--- src/rmsp_pkg.sv ---
// Purpose: Shared constants and types for the reset and mode-select pin block.
// Assumes: 25 MHz bus clock, 32-bit Avalon-MM register port with byte addresses.
// Notes:   Offsets are byte addresses of aligned words.
package rmsp_pkg;

    ////////////////////////////////////////////////////////////////////////////
    // Register map
    localparam logic [3:0] RMSP_OFS_SYS_OPTION  = 4'h0;
    localparam logic [3:0] RMSP_OFS_RESET_CAUSE = 4'h4;
    localparam logic [3:0] RMSP_OFS_DBG_FORCE   = 4'h8;
    localparam logic [3:0] RMSP_OFS_MODE_STATUS = 4'hC;

    // System option register fields
    localparam int RMSP_BIT_RST_PIN_EN  = 0;
    localparam int RMSP_BIT_DBG_PIN_EN  = 1;
    localparam int RMSP_BIT_LCD_EN      = 2;
    localparam int RMSP_BIT_CLK_INTERN  = 3;

    // Debug force reset register field
    localparam int RMSP_BIT_DBG_FORCE   = 0;

    // Mode status register fields
    localparam int RMSP_BIT_BDM_ACTIVE  = 0;
    localparam int RMSP_BIT_IN_RESET    = 1;

    // Reset cause bits
    localparam int RMSP_CAUSE_W         = 8;
    localparam int RMSP_CAUSE_POR       = 7;
    localparam int RMSP_CAUSE_PIN       = 6;
    localparam int RMSP_CAUSE_WDOG      = 5;
    localparam int RMSP_CAUSE_ILL_OP    = 4;
    localparam int RMSP_CAUSE_ILL_ADR   = 3;
    localparam int RMSP_CAUSE_LVD       = 1;
    localparam int RMSP_CAUSE_DBG_FORCE = 0;
    localparam int RMSP_CAUSE_STOP2     = 2;

    ////////////////////////////////////////////////////////////////////////////
    // Reset values
    localparam logic [RMSP_CAUSE_W-1:0] RMSP_CAUSE_RESET = 8'h80;
    localparam logic                    RMSP_RST_PIN_EN_RESET = 1'b1;
    localparam logic                    RMSP_DBG_PIN_EN_RESET = 1'b1;
    localparam logic                    RMSP_LCD_EN_RESET     = 1'b0;
    localparam logic                    RMSP_CLK_INTERN_RESET = 1'b1;

    ////////////////////////////////////////////////////////////////////////////
    // Cycle counts
    localparam int RMSP_PIN_LOW_CYCLES  = 34;
    localparam int RMSP_SETTLE_CYCLES   = 4;
    localparam int RMSP_BIT_DBG_CLKS    = 16;
    localparam int RMSP_TX_ONE_LOW      = 4;
    localparam int RMSP_TX_ZERO_LOW     = 13;
    localparam int RMSP_RX_SAMPLE       = 10;
    localparam int RMSP_CNT_W           = 6;

    ////////////////////////////////////////////////////////////////////////////
    // Types
    typedef struct packed {
        logic wdog;
        logic ill_op;
        logic ill_adr;
        logic low_voltage_detect;
        logic stop2_wake;
    } rmsp_rst_src_t;

    typedef struct packed {
        logic [3:0]  address;
        logic [3:0]  byteenable;
        logic        read;
        logic        write;
        logic [31:0] writedata;
    } rmsp_avs_req_t;

    typedef enum logic [2:0] {
        RMSP_ST_POR,
        RMSP_ST_RUN,
        RMSP_ST_ASSERT,
        RMSP_ST_SETTLE
    } rmsp_rst_state_t;

    typedef enum logic [1:0] {
        RMSP_DB_IDLE,
        RMSP_DB_TX,
        RMSP_DB_RX
    } rmsp_dbg_state_t;

endpackage : rmsp_pkg

--- src/rmsp_top.sv ---
// Purpose: Reset pin, reset cause, mode-select sampling, debug pin timing, LCD pin state.
// Assumes: One 25 MHz clock; pins pass two flops; same-clock reset sources arrive raw.
// Notes:   i_rst_b is the power-on reset; all other resets are sequenced here.
`timescale 1ns/1ns
module rmsp_top #(
    parameter int LCD_PINS      = 32,
    parameter int LCD_GPIO_PINS = 18
) (
    // Clock and power-on reset
    input  wire logic                         i_clk,
    input  wire logic                         i_rst_b,
    // Avalon-MM slave
    input  wire rmsp_pkg::rmsp_avs_req_t      i_avs_req,
    output logic [31:0]                       o_avs_readdata,
    output logic                              o_avs_waitrequest,
    // Same-clock reset sources
    input  wire rmsp_pkg::rmsp_rst_src_t      i_rst_src,
    // Shared port/reset pin
    input  wire logic                         i_rst_pin_in,
    output logic                              o_rst_pin_out,
    output logic                              o_rst_pin_oe,
    output logic                              o_rst_pin_pullup,
    input  wire logic                         i_port_b_pin_two_data,
    // Shared background/mode-select pin
    input  wire logic                         i_background_pin_pin_in,
    output logic                              o_background_pin_pin_out,
    output logic                              o_background_pin_pin_oe,
    output logic                              o_background_pin_pullup,
    input  wire logic                         i_port_c_pin_six_data,
    input  wire logic                         i_port_c_pin_six_dir,
    // Background debug controller bit port
    input  wire logic                         i_dbg_clk_en,
    input  wire logic                         i_dbg_tx_valid,
    input  wire logic                         i_dbg_tx_bit,
    output logic                              o_dbg_tx_ready,
    output logic                              o_dbg_rx_valid,
    output logic                              o_dbg_rx_bit,
    // System controls
    output logic                              o_sys_rst_b,
    output logic                              o_bdm_active,
    output logic                              o_clk_internal,
    // LCD pins
    output logic [LCD_PINS-1:0]               o_lcd_seg_oe,
    output logic [LCD_GPIO_PINS-1:0]          o_lcd_gpio_mode
);
    import rmsp_pkg::*;

    ////////////////////////////////////////////////////////////////////////////
    // Pin synchronisers
    logic rst_pin_s1_q, rst_pin_s2_q;
    logic background_pin_s1_q, background_pin_s2_q, background_pin_s3_q;

    always_ff @(posedge i_clk or negedge i_rst_b) begin
        if (!i_rst_b) begin
            rst_pin_s1_q <= 1'b1;
            rst_pin_s2_q <= 1'b1;
            background_pin_s1_q    <= 1'b1;
            background_pin_s2_q    <= 1'b1;
            background_pin_s3_q    <= 1'b1;
        end else begin
            rst_pin_s1_q <= i_rst_pin_in;
            rst_pin_s2_q <= rst_pin_s1_q;
            background_pin_s1_q    <= i_background_pin_pin_in;
            background_pin_s2_q    <= background_pin_s1_q;
            background_pin_s3_q    <= background_pin_s2_q;
        end
    end

    ////////////////////////////////////////////////////////////////////////////
    // Avalon-MM handshake: one wait cycle per access
    logic ack_q;
    logic access;
    logic wr_en;
    logic [31:0] rdata_q;

    assign access            = i_avs_req.read | i_avs_req.write;
    assign o_avs_waitrequest = access & ~ack_q;
    assign wr_en             = i_avs_req.write & ack_q & i_avs_req.byteenable[0];

    always_ff @(posedge i_clk or negedge i_rst_b) begin
        if (!i_rst_b) begin
            ack_q <= 1'b0;
        end else begin
            ack_q <= access & ~ack_q;
        end
    end

    ////////////////////////////////////////////////////////////////////////////
    // Reset sequencer
    rmsp_rst_state_t         st_q;
    logic [RMSP_CNT_W-1:0]   rcnt_q;
    logic [RMSP_CAUSE_W-1:0] cause_q;
    logic                    rst_pin_en_q;
    logic                    dbg_pin_en_q;
    logic                    lcd_en_q;
    logic                    clk_intern_q;
    logic                    bdm_q;
    logic                    force_pending_q;
    logic                    keep_lcd_q;
    logic                    pin_drive_q;
    logic                    pin_req;
    logic                    force_req;
    logic                    any_req;
    logic [RMSP_CAUSE_W-1:0] new_cause;

    // Pin only counts as a reset request while its reset function is on
    assign pin_req   = rst_pin_en_q & ~rst_pin_s2_q;
    assign force_req = wr_en && i_avs_req.address == RMSP_OFS_DBG_FORCE
                       && i_avs_req.writedata[RMSP_BIT_DBG_FORCE];
    assign any_req   = pin_req | force_req | i_rst_src.wdog | i_rst_src.ill_op
                       | i_rst_src.ill_adr | i_rst_src.low_voltage_detect | i_rst_src.stop2_wake;

    always_comb begin
        new_cause                       = '0;
        new_cause[RMSP_CAUSE_PIN]       = pin_req;
        new_cause[RMSP_CAUSE_WDOG]      = i_rst_src.wdog;
        new_cause[RMSP_CAUSE_ILL_OP]    = i_rst_src.ill_op;
        new_cause[RMSP_CAUSE_ILL_ADR]   = i_rst_src.ill_adr;
        new_cause[RMSP_CAUSE_LVD]       = i_rst_src.low_voltage_detect;
        new_cause[RMSP_CAUSE_STOP2]     = i_rst_src.stop2_wake;
        new_cause[RMSP_CAUSE_DBG_FORCE] = force_req;
    end

    always_ff @(posedge i_clk or negedge i_rst_b) begin
        if (!i_rst_b) begin
            st_q   <= RMSP_ST_POR;
            rcnt_q <= '0;
        end else begin
            case (st_q)
                RMSP_ST_POR: begin
                    // Hold until the pin synchroniser has refilled after its reset value
                    if (rcnt_q == RMSP_CNT_W'(RMSP_SETTLE_CYCLES - 1)) begin
                        st_q <= RMSP_ST_RUN;
                    end else begin
                        rcnt_q <= rcnt_q + 1'b1;
                    end
                end
                RMSP_ST_RUN: begin
                    if (any_req) begin
                        st_q   <= RMSP_ST_ASSERT;
                        rcnt_q <= '0;
                    end
                end
                RMSP_ST_ASSERT: begin
                    if (rcnt_q == RMSP_CNT_W'(RMSP_PIN_LOW_CYCLES - 1)) begin
                        st_q   <= RMSP_ST_SETTLE;
                        rcnt_q <= '0;
                    end else begin
                        rcnt_q <= rcnt_q + 1'b1;
                    end
                end
                RMSP_ST_SETTLE: begin
                    // Pin needs time to rise through the pull-up and synchroniser
                    if (rcnt_q == RMSP_CNT_W'(RMSP_SETTLE_CYCLES - 1)) begin
                        st_q <= RMSP_ST_RUN;
                    end else begin
                        rcnt_q <= rcnt_q + 1'b1;
                    end
                end
                default: begin
                    st_q <= RMSP_ST_RUN;
                end
            endcase
        end
    end

    // Cause capture and held-through-reset context
    always_ff @(posedge i_clk or negedge i_rst_b) begin
        if (!i_rst_b) begin
            cause_q         <= RMSP_CAUSE_RESET;
            force_pending_q <= 1'b0;
            keep_lcd_q      <= 1'b0;
        end else if (st_q == RMSP_ST_RUN && any_req) begin
            cause_q         <= new_cause;
            force_pending_q <= force_req;
            keep_lcd_q      <= i_rst_src.stop2_wake;
        end
    end

    // Drive the reset pin low for the assert phase when it is enabled
    always_ff @(posedge i_clk or negedge i_rst_b) begin
        if (!i_rst_b) begin
            pin_drive_q <= 1'b0;
        end else begin
            pin_drive_q <= (st_q == RMSP_ST_RUN && any_req)
                           || (st_q == RMSP_ST_ASSERT
                               && rcnt_q != RMSP_CNT_W'(RMSP_PIN_LOW_CYCLES - 1));
        end
    end

    ////////////////////////////////////////////////////////////////////////////
    // Option bits
    always_ff @(posedge i_clk or negedge i_rst_b) begin
        if (!i_rst_b) begin
            rst_pin_en_q <= RMSP_RST_PIN_EN_RESET;
            dbg_pin_en_q <= RMSP_DBG_PIN_EN_RESET;
            lcd_en_q     <= RMSP_LCD_EN_RESET;
            clk_intern_q <= RMSP_CLK_INTERN_RESET;
        end else if (st_q == RMSP_ST_RUN && any_req) begin
            // Restore at the request so the pin gets its full low pulse
            if (i_rst_src.low_voltage_detect) begin
                rst_pin_en_q <= RMSP_RST_PIN_EN_RESET;
            end
        end else if (st_q == RMSP_ST_ASSERT) begin
            dbg_pin_en_q <= RMSP_DBG_PIN_EN_RESET;
            clk_intern_q <= RMSP_CLK_INTERN_RESET;
            if (!keep_lcd_q) begin
                lcd_en_q <= RMSP_LCD_EN_RESET;
            end
        end else if (wr_en && i_avs_req.address == RMSP_OFS_SYS_OPTION) begin
            // Reset function can only be given up; restore needs POR or LOW_VOLTAGE_DETECT
            if (!i_avs_req.writedata[RMSP_BIT_RST_PIN_EN]) begin
                rst_pin_en_q <= 1'b0;
            end
            dbg_pin_en_q <= i_avs_req.writedata[RMSP_BIT_DBG_PIN_EN];
            lcd_en_q     <= i_avs_req.writedata[RMSP_BIT_LCD_EN];
            clk_intern_q <= i_avs_req.writedata[RMSP_BIT_CLK_INTERN];
        end
    end

    ////////////////////////////////////////////////////////////////////////////
    // Mode select: sampled on release of power-on or debug-forced reset
    always_ff @(posedge i_clk or negedge i_rst_b) begin
        if (!i_rst_b) begin
            bdm_q <= 1'b0;
        end else if (st_q == RMSP_ST_POR
                     && rcnt_q == RMSP_CNT_W'(RMSP_SETTLE_CYCLES - 1)) begin
            bdm_q <= ~background_pin_s2_q;
        end else if (st_q == RMSP_ST_SETTLE
                     && rcnt_q == RMSP_CNT_W'(RMSP_SETTLE_CYCLES - 1)) begin
            // Pin and other resets always come back in user mode
            bdm_q <= force_pending_q & ~background_pin_s2_q;
        end
    end

    ////////////////////////////////////////////////////////////////////////////
    // Debug bit engine: 16 debug clocks per bit, pseudo open-drain
    rmsp_dbg_state_t       db_q;
    logic [4:0]            dcnt_q;
    logic                  tx_bit_q;
    logic                  dbg_drive_q;
    logic                  dbg_level_q;
    logic                  rx_valid_q;
    logic                  rx_bit_q;
    logic                  dbg_live;
    logic                  host_fall;

    // Engine owns the pin only when the background function is on and out of reset
    assign dbg_live       = dbg_pin_en_q & (st_q == RMSP_ST_RUN);
    assign host_fall      = background_pin_s3_q & ~background_pin_s2_q;
    assign o_dbg_tx_ready = dbg_live & (db_q == RMSP_DB_IDLE);

    always_ff @(posedge i_clk or negedge i_rst_b) begin
        if (!i_rst_b) begin
            db_q        <= RMSP_DB_IDLE;
            dcnt_q      <= '0;
            tx_bit_q    <= 1'b0;
            dbg_drive_q <= 1'b0;
            dbg_level_q <= 1'b1;
            rx_valid_q  <= 1'b0;
            rx_bit_q    <= 1'b0;
        end else begin
            rx_valid_q <= 1'b0;
            case (db_q)
                RMSP_DB_IDLE: begin
                    dcnt_q      <= '0;
                    dbg_drive_q <= 1'b0;
                    if (dbg_live && i_dbg_tx_valid) begin
                        db_q        <= RMSP_DB_TX;
                        tx_bit_q    <= i_dbg_tx_bit;
                        dbg_drive_q <= 1'b1;
                        dbg_level_q <= 1'b0;
                    end else if (dbg_live && host_fall) begin
                        db_q <= RMSP_DB_RX;
                    end
                end
                RMSP_DB_TX: begin
                    if (i_dbg_clk_en) begin
                        dcnt_q <= dcnt_q + 1'b1;
                        if (dcnt_q == 5'(RMSP_TX_ONE_LOW - 1) && tx_bit_q) begin
                            dbg_level_q <= 1'b1;
                        end else if (dcnt_q == 5'(RMSP_TX_ZERO_LOW - 1)) begin
                            dbg_level_q <= 1'b1;
                        end else if (dbg_level_q) begin
                            // Speedup pulse lasts one debug clock, then release
                            dbg_drive_q <= 1'b0;
                        end
                        if (dcnt_q == 5'(RMSP_BIT_DBG_CLKS - 1)) begin
                            db_q        <= RMSP_DB_IDLE;
                            dbg_drive_q <= 1'b0;
                        end
                    end
                end
                RMSP_DB_RX: begin
                    if (i_dbg_clk_en) begin
                        dcnt_q <= dcnt_q + 1'b1;
                        if (dcnt_q == 5'(RMSP_RX_SAMPLE - 1)) begin
                            rx_bit_q   <= background_pin_s2_q;
                            rx_valid_q <= 1'b1;
                        end
                        if (dcnt_q == 5'(RMSP_BIT_DBG_CLKS - 1)) begin
                            db_q <= RMSP_DB_IDLE;
                        end
                    end
                end
                default: begin
                    db_q <= RMSP_DB_IDLE;
                end
            endcase
            if (!dbg_live) begin
                db_q        <= RMSP_DB_IDLE;
                dbg_drive_q <= 1'b0;
            end
        end
    end

    ////////////////////////////////////////////////////////////////////////////
    // Pin drivers, registered
    always_ff @(posedge i_clk or negedge i_rst_b) begin
        if (!i_rst_b) begin
            o_rst_pin_out    <= 1'b0;
            o_rst_pin_oe     <= 1'b0;
            o_background_pin_pin_out   <= 1'b1;
            o_background_pin_pin_oe    <= 1'b0;
            o_background_pin_pullup    <= 1'b1;
        end else begin
            // Open drain either way: only ever drives low
            o_rst_pin_out <= 1'b0;
            o_rst_pin_oe  <= rst_pin_en_q ? pin_drive_q
                                          : ~i_port_b_pin_two_data;
            if (dbg_pin_en_q) begin
                o_background_pin_pin_out <= dbg_level_q;
                o_background_pin_pin_oe  <= dbg_drive_q;
            end else begin
                o_background_pin_pin_out <= i_port_c_pin_six_data;
                o_background_pin_pin_oe  <= i_port_c_pin_six_dir;
            end
            o_background_pin_pullup <= dbg_pin_en_q;
        end
    end

    assign o_rst_pin_pullup = 1'b1;
    assign o_dbg_rx_valid   = rx_valid_q;
    assign o_dbg_rx_bit     = rx_bit_q;

    ////////////////////////////////////////////////////////////////////////////
    // System outputs and LCD pins
    always_ff @(posedge i_clk or negedge i_rst_b) begin
        if (!i_rst_b) begin
            o_sys_rst_b     <= 1'b0;
            o_bdm_active    <= 1'b0;
            o_clk_internal  <= 1'b1;
            o_lcd_seg_oe    <= '0;
            o_lcd_gpio_mode <= '1;
        end else begin
            o_sys_rst_b     <= (st_q == RMSP_ST_RUN) && !any_req;
            o_bdm_active    <= bdm_q;
            o_clk_internal  <= clk_intern_q;
            o_lcd_seg_oe    <= {LCD_PINS{lcd_en_q}};
            o_lcd_gpio_mode <= {LCD_GPIO_PINS{~lcd_en_q}};
        end
    end

    ////////////////////////////////////////////////////////////////////////////
    // Register read
    always_ff @(posedge i_clk or negedge i_rst_b) begin
        if (!i_rst_b) begin
            rdata_q <= '0;
        end else if (i_avs_req.read && !ack_q) begin
            rdata_q <= '0;
            case (i_avs_req.address)
                RMSP_OFS_SYS_OPTION: begin
                    rdata_q[RMSP_BIT_RST_PIN_EN] <= rst_pin_en_q;
                    rdata_q[RMSP_BIT_DBG_PIN_EN] <= dbg_pin_en_q;
                    rdata_q[RMSP_BIT_LCD_EN]     <= lcd_en_q;
                    rdata_q[RMSP_BIT_CLK_INTERN] <= clk_intern_q;
                end
                RMSP_OFS_RESET_CAUSE: begin
                    rdata_q[RMSP_CAUSE_W-1:0] <= cause_q;
                end
                RMSP_OFS_MODE_STATUS: begin
                    rdata_q[RMSP_BIT_BDM_ACTIVE] <= bdm_q;
                    rdata_q[RMSP_BIT_IN_RESET]   <= (st_q != RMSP_ST_RUN);
                end
                default: begin
                    rdata_q <= '0;
                end
            endcase
        end
    end

    assign o_avs_readdata = rdata_q;

endmodule : rmsp_top

--- config.mk ---
export PLATFORM = sky130hd
export DESIGN_NAME = rmsp_top
export DESIGN_NICKNAME = d
export VERILOG_FILES = /design/src/rmsp_pkg.sv /design/src/rmsp_top.sv
export SDC_FILE = /design/constraint.sdc
export NUM_CORES = 1
export LEC_CHECK = 0
export BUFFER_PORTS_ARGS = -buffer_cell sky130_fd_sc_hd__buf_2
export CORE_MARGIN = 4
export CORE_UTILIZATION = 47
export CTS_CLUSTER_SIZE = 25
export DETAILED_ROUTE_END_ITERATION = 8
export PLACE_DENSITY = 0.89
export SLEW_MARGIN = 20
export SYNTH_ARGS = -nofsm -noshare
export SYNTH_HDL_FRONTEND = slang
export SYNTH_SLANG_ARGS = --single-unit
--- constraint.sdc ---
create_clock -name i_clk -period 2.15 [get_ports i_clk]
set_input_delay 0.43 -clock i_clk [delete_from_list [all_inputs] [get_ports i_clk]]
set_output_delay 0.43 -clock i_clk [all_outputs]
set_load 0.02 [all_outputs]
# After elaboration in Yosys (flattened, before gate mapping)
# Index checks and enable logic that the tools add are counted.
[word_totals]
reg_bits = 60
latchBits = 0
ramBits = 0
mem_bits_ro = 0
in_bits = 57
output_inout_bits = 95
elab_cells = 182
n_memories = 0
[op_classes]
add_sub_neg = 2
multipliers = 0
n_div = 0
magnitude_cmp = 0
eq_ne = 36
shift = 0
muxes = 52
bitwise_logic = 21
n_reduce_logical = 37
[op_table]
columns = ["operator", "n"]
rows = [
  ["$mux 1", 31],
  ["$mux 6", 3],
  ["$pmux 6 s3", 1],
  ["$eq 5x4->1 const B", 3],
  ["$reduce_and 3->1", 5],
  ["$ne 2x2->1 const B", 7],
  ["$logic_and 1x1->1", 12],
  ["$ne 4x4->1 const B", 3],
  ["$mux 2", 5],
  ["$pmux 5 s2", 1],
  ["$reduce_bool 2->1", 5],
  ["$mux 3", 3],
  ["$ne 3x3->1 const B", 3],
  ["$pmux 3 s3", 1],
  ["$and 1x1->1", 8],
  ["$eq 4x4->1 const B", 2],
  ["$ne 2x1->1 const B", 4],
  ["$pmux 2 s2", 2],
  ["$reduce_and 4->1", 2],
  ["$or 1x1->1", 7],
  ["$add 6x1->6 const B", 1],
  ["$eq 3x2->1 const B", 2],
  ["$eq 6x2->1 const B", 1],
  ["$eq 6x6->1 const B", 1],
  ["24 further kinds", 35],
]

# Longest topological paths before layout
[depth]
word_depth = 13
depth_mapped = 7
ltp_nobuf = 7

# Worst setup path before layout
# OpenSTA, ideal clock, no wires.
[synth_path]
path_kind = "flip-flop to flip-flop"
from = "reg st_q[0]"
to = "reg rcnt_q[3]"
setup_ps = 76
arrival_ps = 1786
required_ps = 2074
setup_slack_ps = 288
path_stages_with_launch = 8
path_buffers = 0
period_less_slack_ps = 1862
path_cell_list = "dfrtp_1 -> inv_1 -> ha_1 -> and3_1 -> a221o_1 -> o21bai_1 -> nand2b_1 -> o21ai_1"
[synth_between]
elab_chain_len = 4
elab_cells_between_ends = 10
cone_classes = "eq/ne: 5; mux: 1; reduce/logical: 4"
[synth_lines]
columns = ["item", "line_no", "rtl"]
rows = [
  ["start: declaration", "rmsp_top.sv:90", "rmsp_rst_state_t st_q;"],
  ["start signal: assignment", "rmsp_top.sv:126", "st_q <= RMSP_ST_POR;"],
  ["start signal: assignment", "rmsp_top.sv:133", "st_q <= RMSP_ST_RUN;"],
  ["start signal: assignment", "rmsp_top.sv:140", "st_q <= RMSP_ST_ASSERT;"],
  ["$eq 3x2->1 / $logic_not 3->1 (equally long branches)", "rmsp_top.sv:129", "case (st_q)"],
  ["$reduce_or 2->1 (no source line)", "-", ""],
  ["$ne 2x2->1 (no source line) / $reduce_bool 3->1 (equally long branches)", "-", ""],
  ["$reduce_and 3->1 (no source line)", "-", ""],
  ["end signal: assignment", "rmsp_top.sv:135", "rcnt_q <= rcnt_q + 1'b1;"],
  ["end signal: assignment", "rmsp_top.sv:149", "rcnt_q <= rcnt_q + 1'b1;"],
  ["end signal: assignment", "rmsp_top.sv:157", "rcnt_q <= rcnt_q + 1'b1;"],
  ["end: declaration", "rmsp_top.sv:91", "logic [RMSP_CNT_W-1:0] rcnt_q;"],
]
# Several ways; a longest one is shown, not always the timed one.
# A chain may end at the register's enable or synchronous reset.

# Worst setup path in the final report
[layout_path]
from = "reg st_q[1]"
to = "out o_dbg_tx_ready"
[layout_between]
elab_chain_len = 3
[layout_lines]
columns = ["item", "line_no", "rtl"]
rows = [
  ["$eq 3x1->1", "rmsp_top.sv:249", "assign dbg_live = dbg_pin_en_q & (st_q == RMSP_ST_RUN);"],
  ["$and 1x1->1", "rmsp_top.sv:249", ""],
  ["$and 1x1->1", "rmsp_top.sv:251", "assign o_dbg_tx_ready = dbg_live & (db_q == RMSP_DB_IDLE);"],
  ["end: declaration", "rmsp_top.sv:35", "output logic o_dbg_tx_ready,"],
]
# No other way between the ends.

==> results.txt <==
----------------------------------------------------
[GRT]
  Number of antenna violations at the first check in global routing ... 0
  Overflow left after global routing ... 0
  Overall track demand over capacity in global routing ... 0.162
  Via count of the first global-routing pass ... 2285
  Maximum number of pins on one net before global-route repair ... 33
  First-pass GRT wire length ... approximately 11 mm

[Yosys]
  Dominant register cell in the synthesized netlist ... sky130_fd_sc_hd__dfrtp_1
  Count leader, synth ... sky130_fd_sc_hd__buf_4
  Synth cell count leaders ... 74 x sky130_fd_sc_hd__buf_4, 43 x sky130_fd_sc_hd__dfrtp_1, 30 x sky130_fd_sc_hd__nand2_1, 17 x sky130_fd_sc_hd__o21ai_0
  Synth top area share ... 0.324
  Ys async rst share ... 1.00
  Post-synth design cell area ... 0.00332 mm2
  Library cells used by synthesis ... 47
  Post-synthesis cell type with the largest combined area ... sky130_fd_sc_hd__dfrtp_1
  Number of synthesis warnings ... 0
  Cell count after synthesis ... 335
  Average size of a mapped cell ... 9.91 um2
  Portion of the post-synthesis area used by sequential elements ... 0.435
  Number of enable flip-flop cells after synthesis ... 0
  FF+latch count, synth ... 57
  Top area cells in the synthesized netlist ... sky130_fd_sc_hd__dfrtp_1 32%, sky130_fd_sc_hd__buf_4 17%, sky130_fd_sc_hd__dfstp_2 11%, sky130_fd_sc_hd__ha_1 5.3%, sky130_fd_sc_hd__nand2_1 3.4%

[Timing]
  Setup TNS ... 0 ns
  Final hold violations ... 0
  Number of pins with negative max-slew slack in the final report ... 0
  Achievable Freq ... 489 MHz
  Unrepaired setup endpoints after global routing ... no
  Worst slew slack as a fraction of its limit ... 0.557
  Worst Tran Pin Value ... roughly 0.66 ns
  Minimum clock period ... between 2 and 2.5 ns
  Setup clock skew after layout ... 0.00650 ns
  Period utilization ... 0.952
  Number of setup violations in the final report ... 0

[Layout]
  Layout overhead on the synthesized area ... 12.2%
  Antenna Cells ... 0
  Core utilization of the finished layout ... 0.545
  Final-stage net count ... approximately 460
  Area of all placed cells without fillers ... between 0.003 and 0.004 mm2
  Share of cells above drive strength 1 ... 0.373

[Floorplan]
  Row Count ... 30
  Die width ... 92.1 um
  Die span in y ... 92.1 um
  Core Footprint ... about 0.0068 mm2
  Initial cell density of the core ... 0.486
  Die Area ... 0.00847 mm2
  IO Count ... ~150

[Clock tree]
  Total number of H-tree levels ... 3
  Post-cts hold buffer count ... 0
  CTS clock-pin slew for the worst setup and hold paths ... ~0.06 ns
  Skew-Pair Late Insertion Delay ... 0.34 ns
  TritonCTS clock tree ... done
  CTS Sinks ... 57
  Clk root buf ... sky130_fd_sc_hd__clkbuf_8
  Max Root-Sink Buffers ... 2
  Total clock buffers created by CTS ... 9

[Drt]
  Number of vias after detailed routing ... 2416
  WL/cell ... roughly 14 um
  Mean number of vias per cell ... 4.90
  Drt first pass iters ... 4
  Violation count after the first detailed-routing iteration ... 169
  Final wirelength ... 6.69 mm
  Post-detailed-route count of antenna-violating nets ... 0
  Count of unresolved DRC violations after routing ... 0

[Setup path]
  Sort of element at the start of the critical path ... flip-flop
  Critical Path Slowest Stage Cell ... sky130_fd_sc_hd__dfrtp_1
  Cell-by-cell listing of the critical path ... inv_1 -> ha_1 -> buf_6 -> nand3_1 -> inv_1 -> buf_2
  Worst reg2reg path endpoint ... rcnt_q[3]
  Cell count along the critical path ... 6
  Kind of cell adding the most delay to the critical path ... buffers and inverters
  Critical path data arrival time ... ~1.6 ns
  R2R Setup Slk ... approximately 0.17 ns
  Startpoint of the lowest-slack register-to-register path ... st_q[0]
  CP required ... 1.72 ns
  Worst setup EP type ... output port
  Length in cells of the worst reg-to-reg path ... 7
  Critical Setup Path Class ... flip-flop to output port
  Top fanout value on the critical path ... 10
  Largest incremental delay on the critical path ... between 0.3 and 0.4 ns
  Cell occurring most often along the worst timing path ... sky130_fd_sc_hd__inv_1
  WP buf/inv ... 4

[Power and ir drop]
  Switching pwr ... 0.00213 W
  Leakage power summed over all cells ... 1.81 nW
  Power per cell area ... 1320 mW/mm2
  IR Drop Worst-Case VDD ... 0.580 mV
  Logic gate share of total power ... 0.451
  Internal power contribution ... approximately 0.0028 W
  Reg power frac ... 0.331
  Part of the total power dissipated in the clock network ... 0.218
  Sw frac ... 0.433

[Worst hold path]
  Hold/Removal Path Class ... input pin to asynchronous set/reset pin

[Run]
  Max cap viols ... 0

[Placed design]
  Placer congestion estimate ... about 0.84
  I/O Buffers ... 94
  Placement-stage cell area ... 0.00350 mm2
  Total half-perimeter wirelength after legalization and detailed placement ... a little over 5 mm

[Status]
  Outcome ... complete, no violations

----------------------------------------------------
==> per-stage QoR <==
stage | power [W] | hold slack (ns) | worst slack (ns) | std cells
floorplan | 0.00372 | 0.134 | 0.288 | 359
global placement | 0.00379 | 0.346 | 0.0968 | 476
detailed placement | 0.00386 | 0.347 | 0.0410 | 476
CTS | 0.00496 | 0.103 | 0.0665 | 493
global route | 0.00522 | 0.118 | 0.00261 | 493
finish | 0.00491 | 0.0854 | 0.103 | 493
==> layout make-up <==
class,instances,area (um2)
fill,593,3110
sequential,57,1440
multi-input combinational,205,1320
timing repair buffer,105,569
clock buffer,14,183
tap,96,120
inverter,14,52.6
clock inverter,2,35.0
==> cell families after synthesis <==
kind of cell    after synthesis  share of synthesized area
mux                          14                     0.0456
compound gates               67                      0.139
buf+inv                      97                      0.194
fa+ha+maj                    14                     0.0528
simple gates                 84                      0.131
flops                        57                      0.435
other cells                   2                    0.00226
==> per-layer routing <==
metal  GRT usage  up-vias  wire, um
li1            -     1169         -
met1       0.195     1111      2680
met2       0.260      122      3240
met3      0.0517       14       647
met4      0.0804        0       122
met5           0        -         0
==> how the worst max path moves through the flow <==
stage | from | to | slack, ns
floorplan | st_q[0] | rcnt_q[3] | 0.29
global placement | i_avs_req[39] | st_q[0] | 0.1
detailed placement | i_avs_req[39] | st_q[0] | 0.04
CTS | st_q[1] | o_dbg_tx_ready | 0.07
global route | st_q[1] | o_dbg_tx_ready | 0.003
finish | st_q[1] | o_dbg_tx_ready | 0.10
==> flip-flops by register name (all words and copies together) (netlist names), 2 cells and up <==
signal          flops
cause_q             8
db_q                2
dcnt_q              5
o_avs_readdata      8
rcnt_q              6
st_q                2
==> power groups by stage <==
| stage | Combinational (W) | Sequential, W | Clock, W |
|---|---|---|---|
| floorplan | 0.00203 | 0.00168 | 0 |
| global placement | 0.00215 | 0.00164 | 0 |
| detailed placement | 0.00221 | 0.00166 | 0 |
| CTS | 0.00223 | 0.00163 | 0.00110 |
| global route | 0.00238 | 0.00169 | 0.00115 |
| finish | 0.00221 | 0.00163 | 0.00107 |
==> placed cells by master, fill, tap and decap left out, types with 2 or more instances in the layout <==
master                     Yosys  layout
sky130_fd_sc_hd__a21boi_0      2       2
sky130_fd_sc_hd__a21oi_1      11      11
sky130_fd_sc_hd__a22oi_1       4       4
sky130_fd_sc_hd__a32o_1        2       2
sky130_fd_sc_hd__a41oi_1       2       2
sky130_fd_sc_hd__and3_1        4       4
sky130_fd_sc_hd__buf_2         2      94
sky130_fd_sc_hd__buf_4        74       9
sky130_fd_sc_hd__clkbuf_8      0      13
sky130_fd_sc_hd__conb_1        2      26
sky130_fd_sc_hd__dfrtp_1      43      43
sky130_fd_sc_hd__dfstp_2      14      14
sky130_fd_sc_hd__ha_1         14      14
sky130_fd_sc_hd__inv_1        14      14
sky130_fd_sc_hd__mux2_1        3       3
sky130_fd_sc_hd__mux2_2        6       6
sky130_fd_sc_hd__mux2i_1       5       5
sky130_fd_sc_hd__nand2_1      30      30
sky130_fd_sc_hd__nand2b_1      4       4
sky130_fd_sc_hd__nand3_1      10      10
sky130_fd_sc_hd__nand4_1       3       3
sky130_fd_sc_hd__nor2_1       12      12
sky130_fd_sc_hd__nor2b_1       4       4
sky130_fd_sc_hd__nor3_1        6       6
sky130_fd_sc_hd__nor4_4        2       2
sky130_fd_sc_hd__o21ai_0      17      17
sky130_fd_sc_hd__o21ai_1      10      10
sky130_fd_sc_hd__o22ai_1       2       2
sky130_fd_sc_hd__o31ai_1       7       7
sky130_fd_sc_hd__or3_1         2       2
==> worst register-to-register path: stages, from the launching register on <==
cell,delay (ns)
sky130_fd_sc_hd__dfrtp_1,0.39
sky130_fd_sc_hd__inv_1,0.10
sky130_fd_sc_hd__ha_1,0.36
sky130_fd_sc_hd__and3_1,0.20
sky130_fd_sc_hd__a221o_1,0.34
sky130_fd_sc_hd__o21bai_1,0.23
sky130_fd_sc_hd__nand2b_1,0.17
sky130_fd_sc_hd__o21ai_1,0.12
==> repair_timing <==
item,CTS,global route
gates resized for setup,0,1
setup buffers,1,0
setup endpoints to repair,1,1
Note: power is estimated with default switching activity, not from simulation.
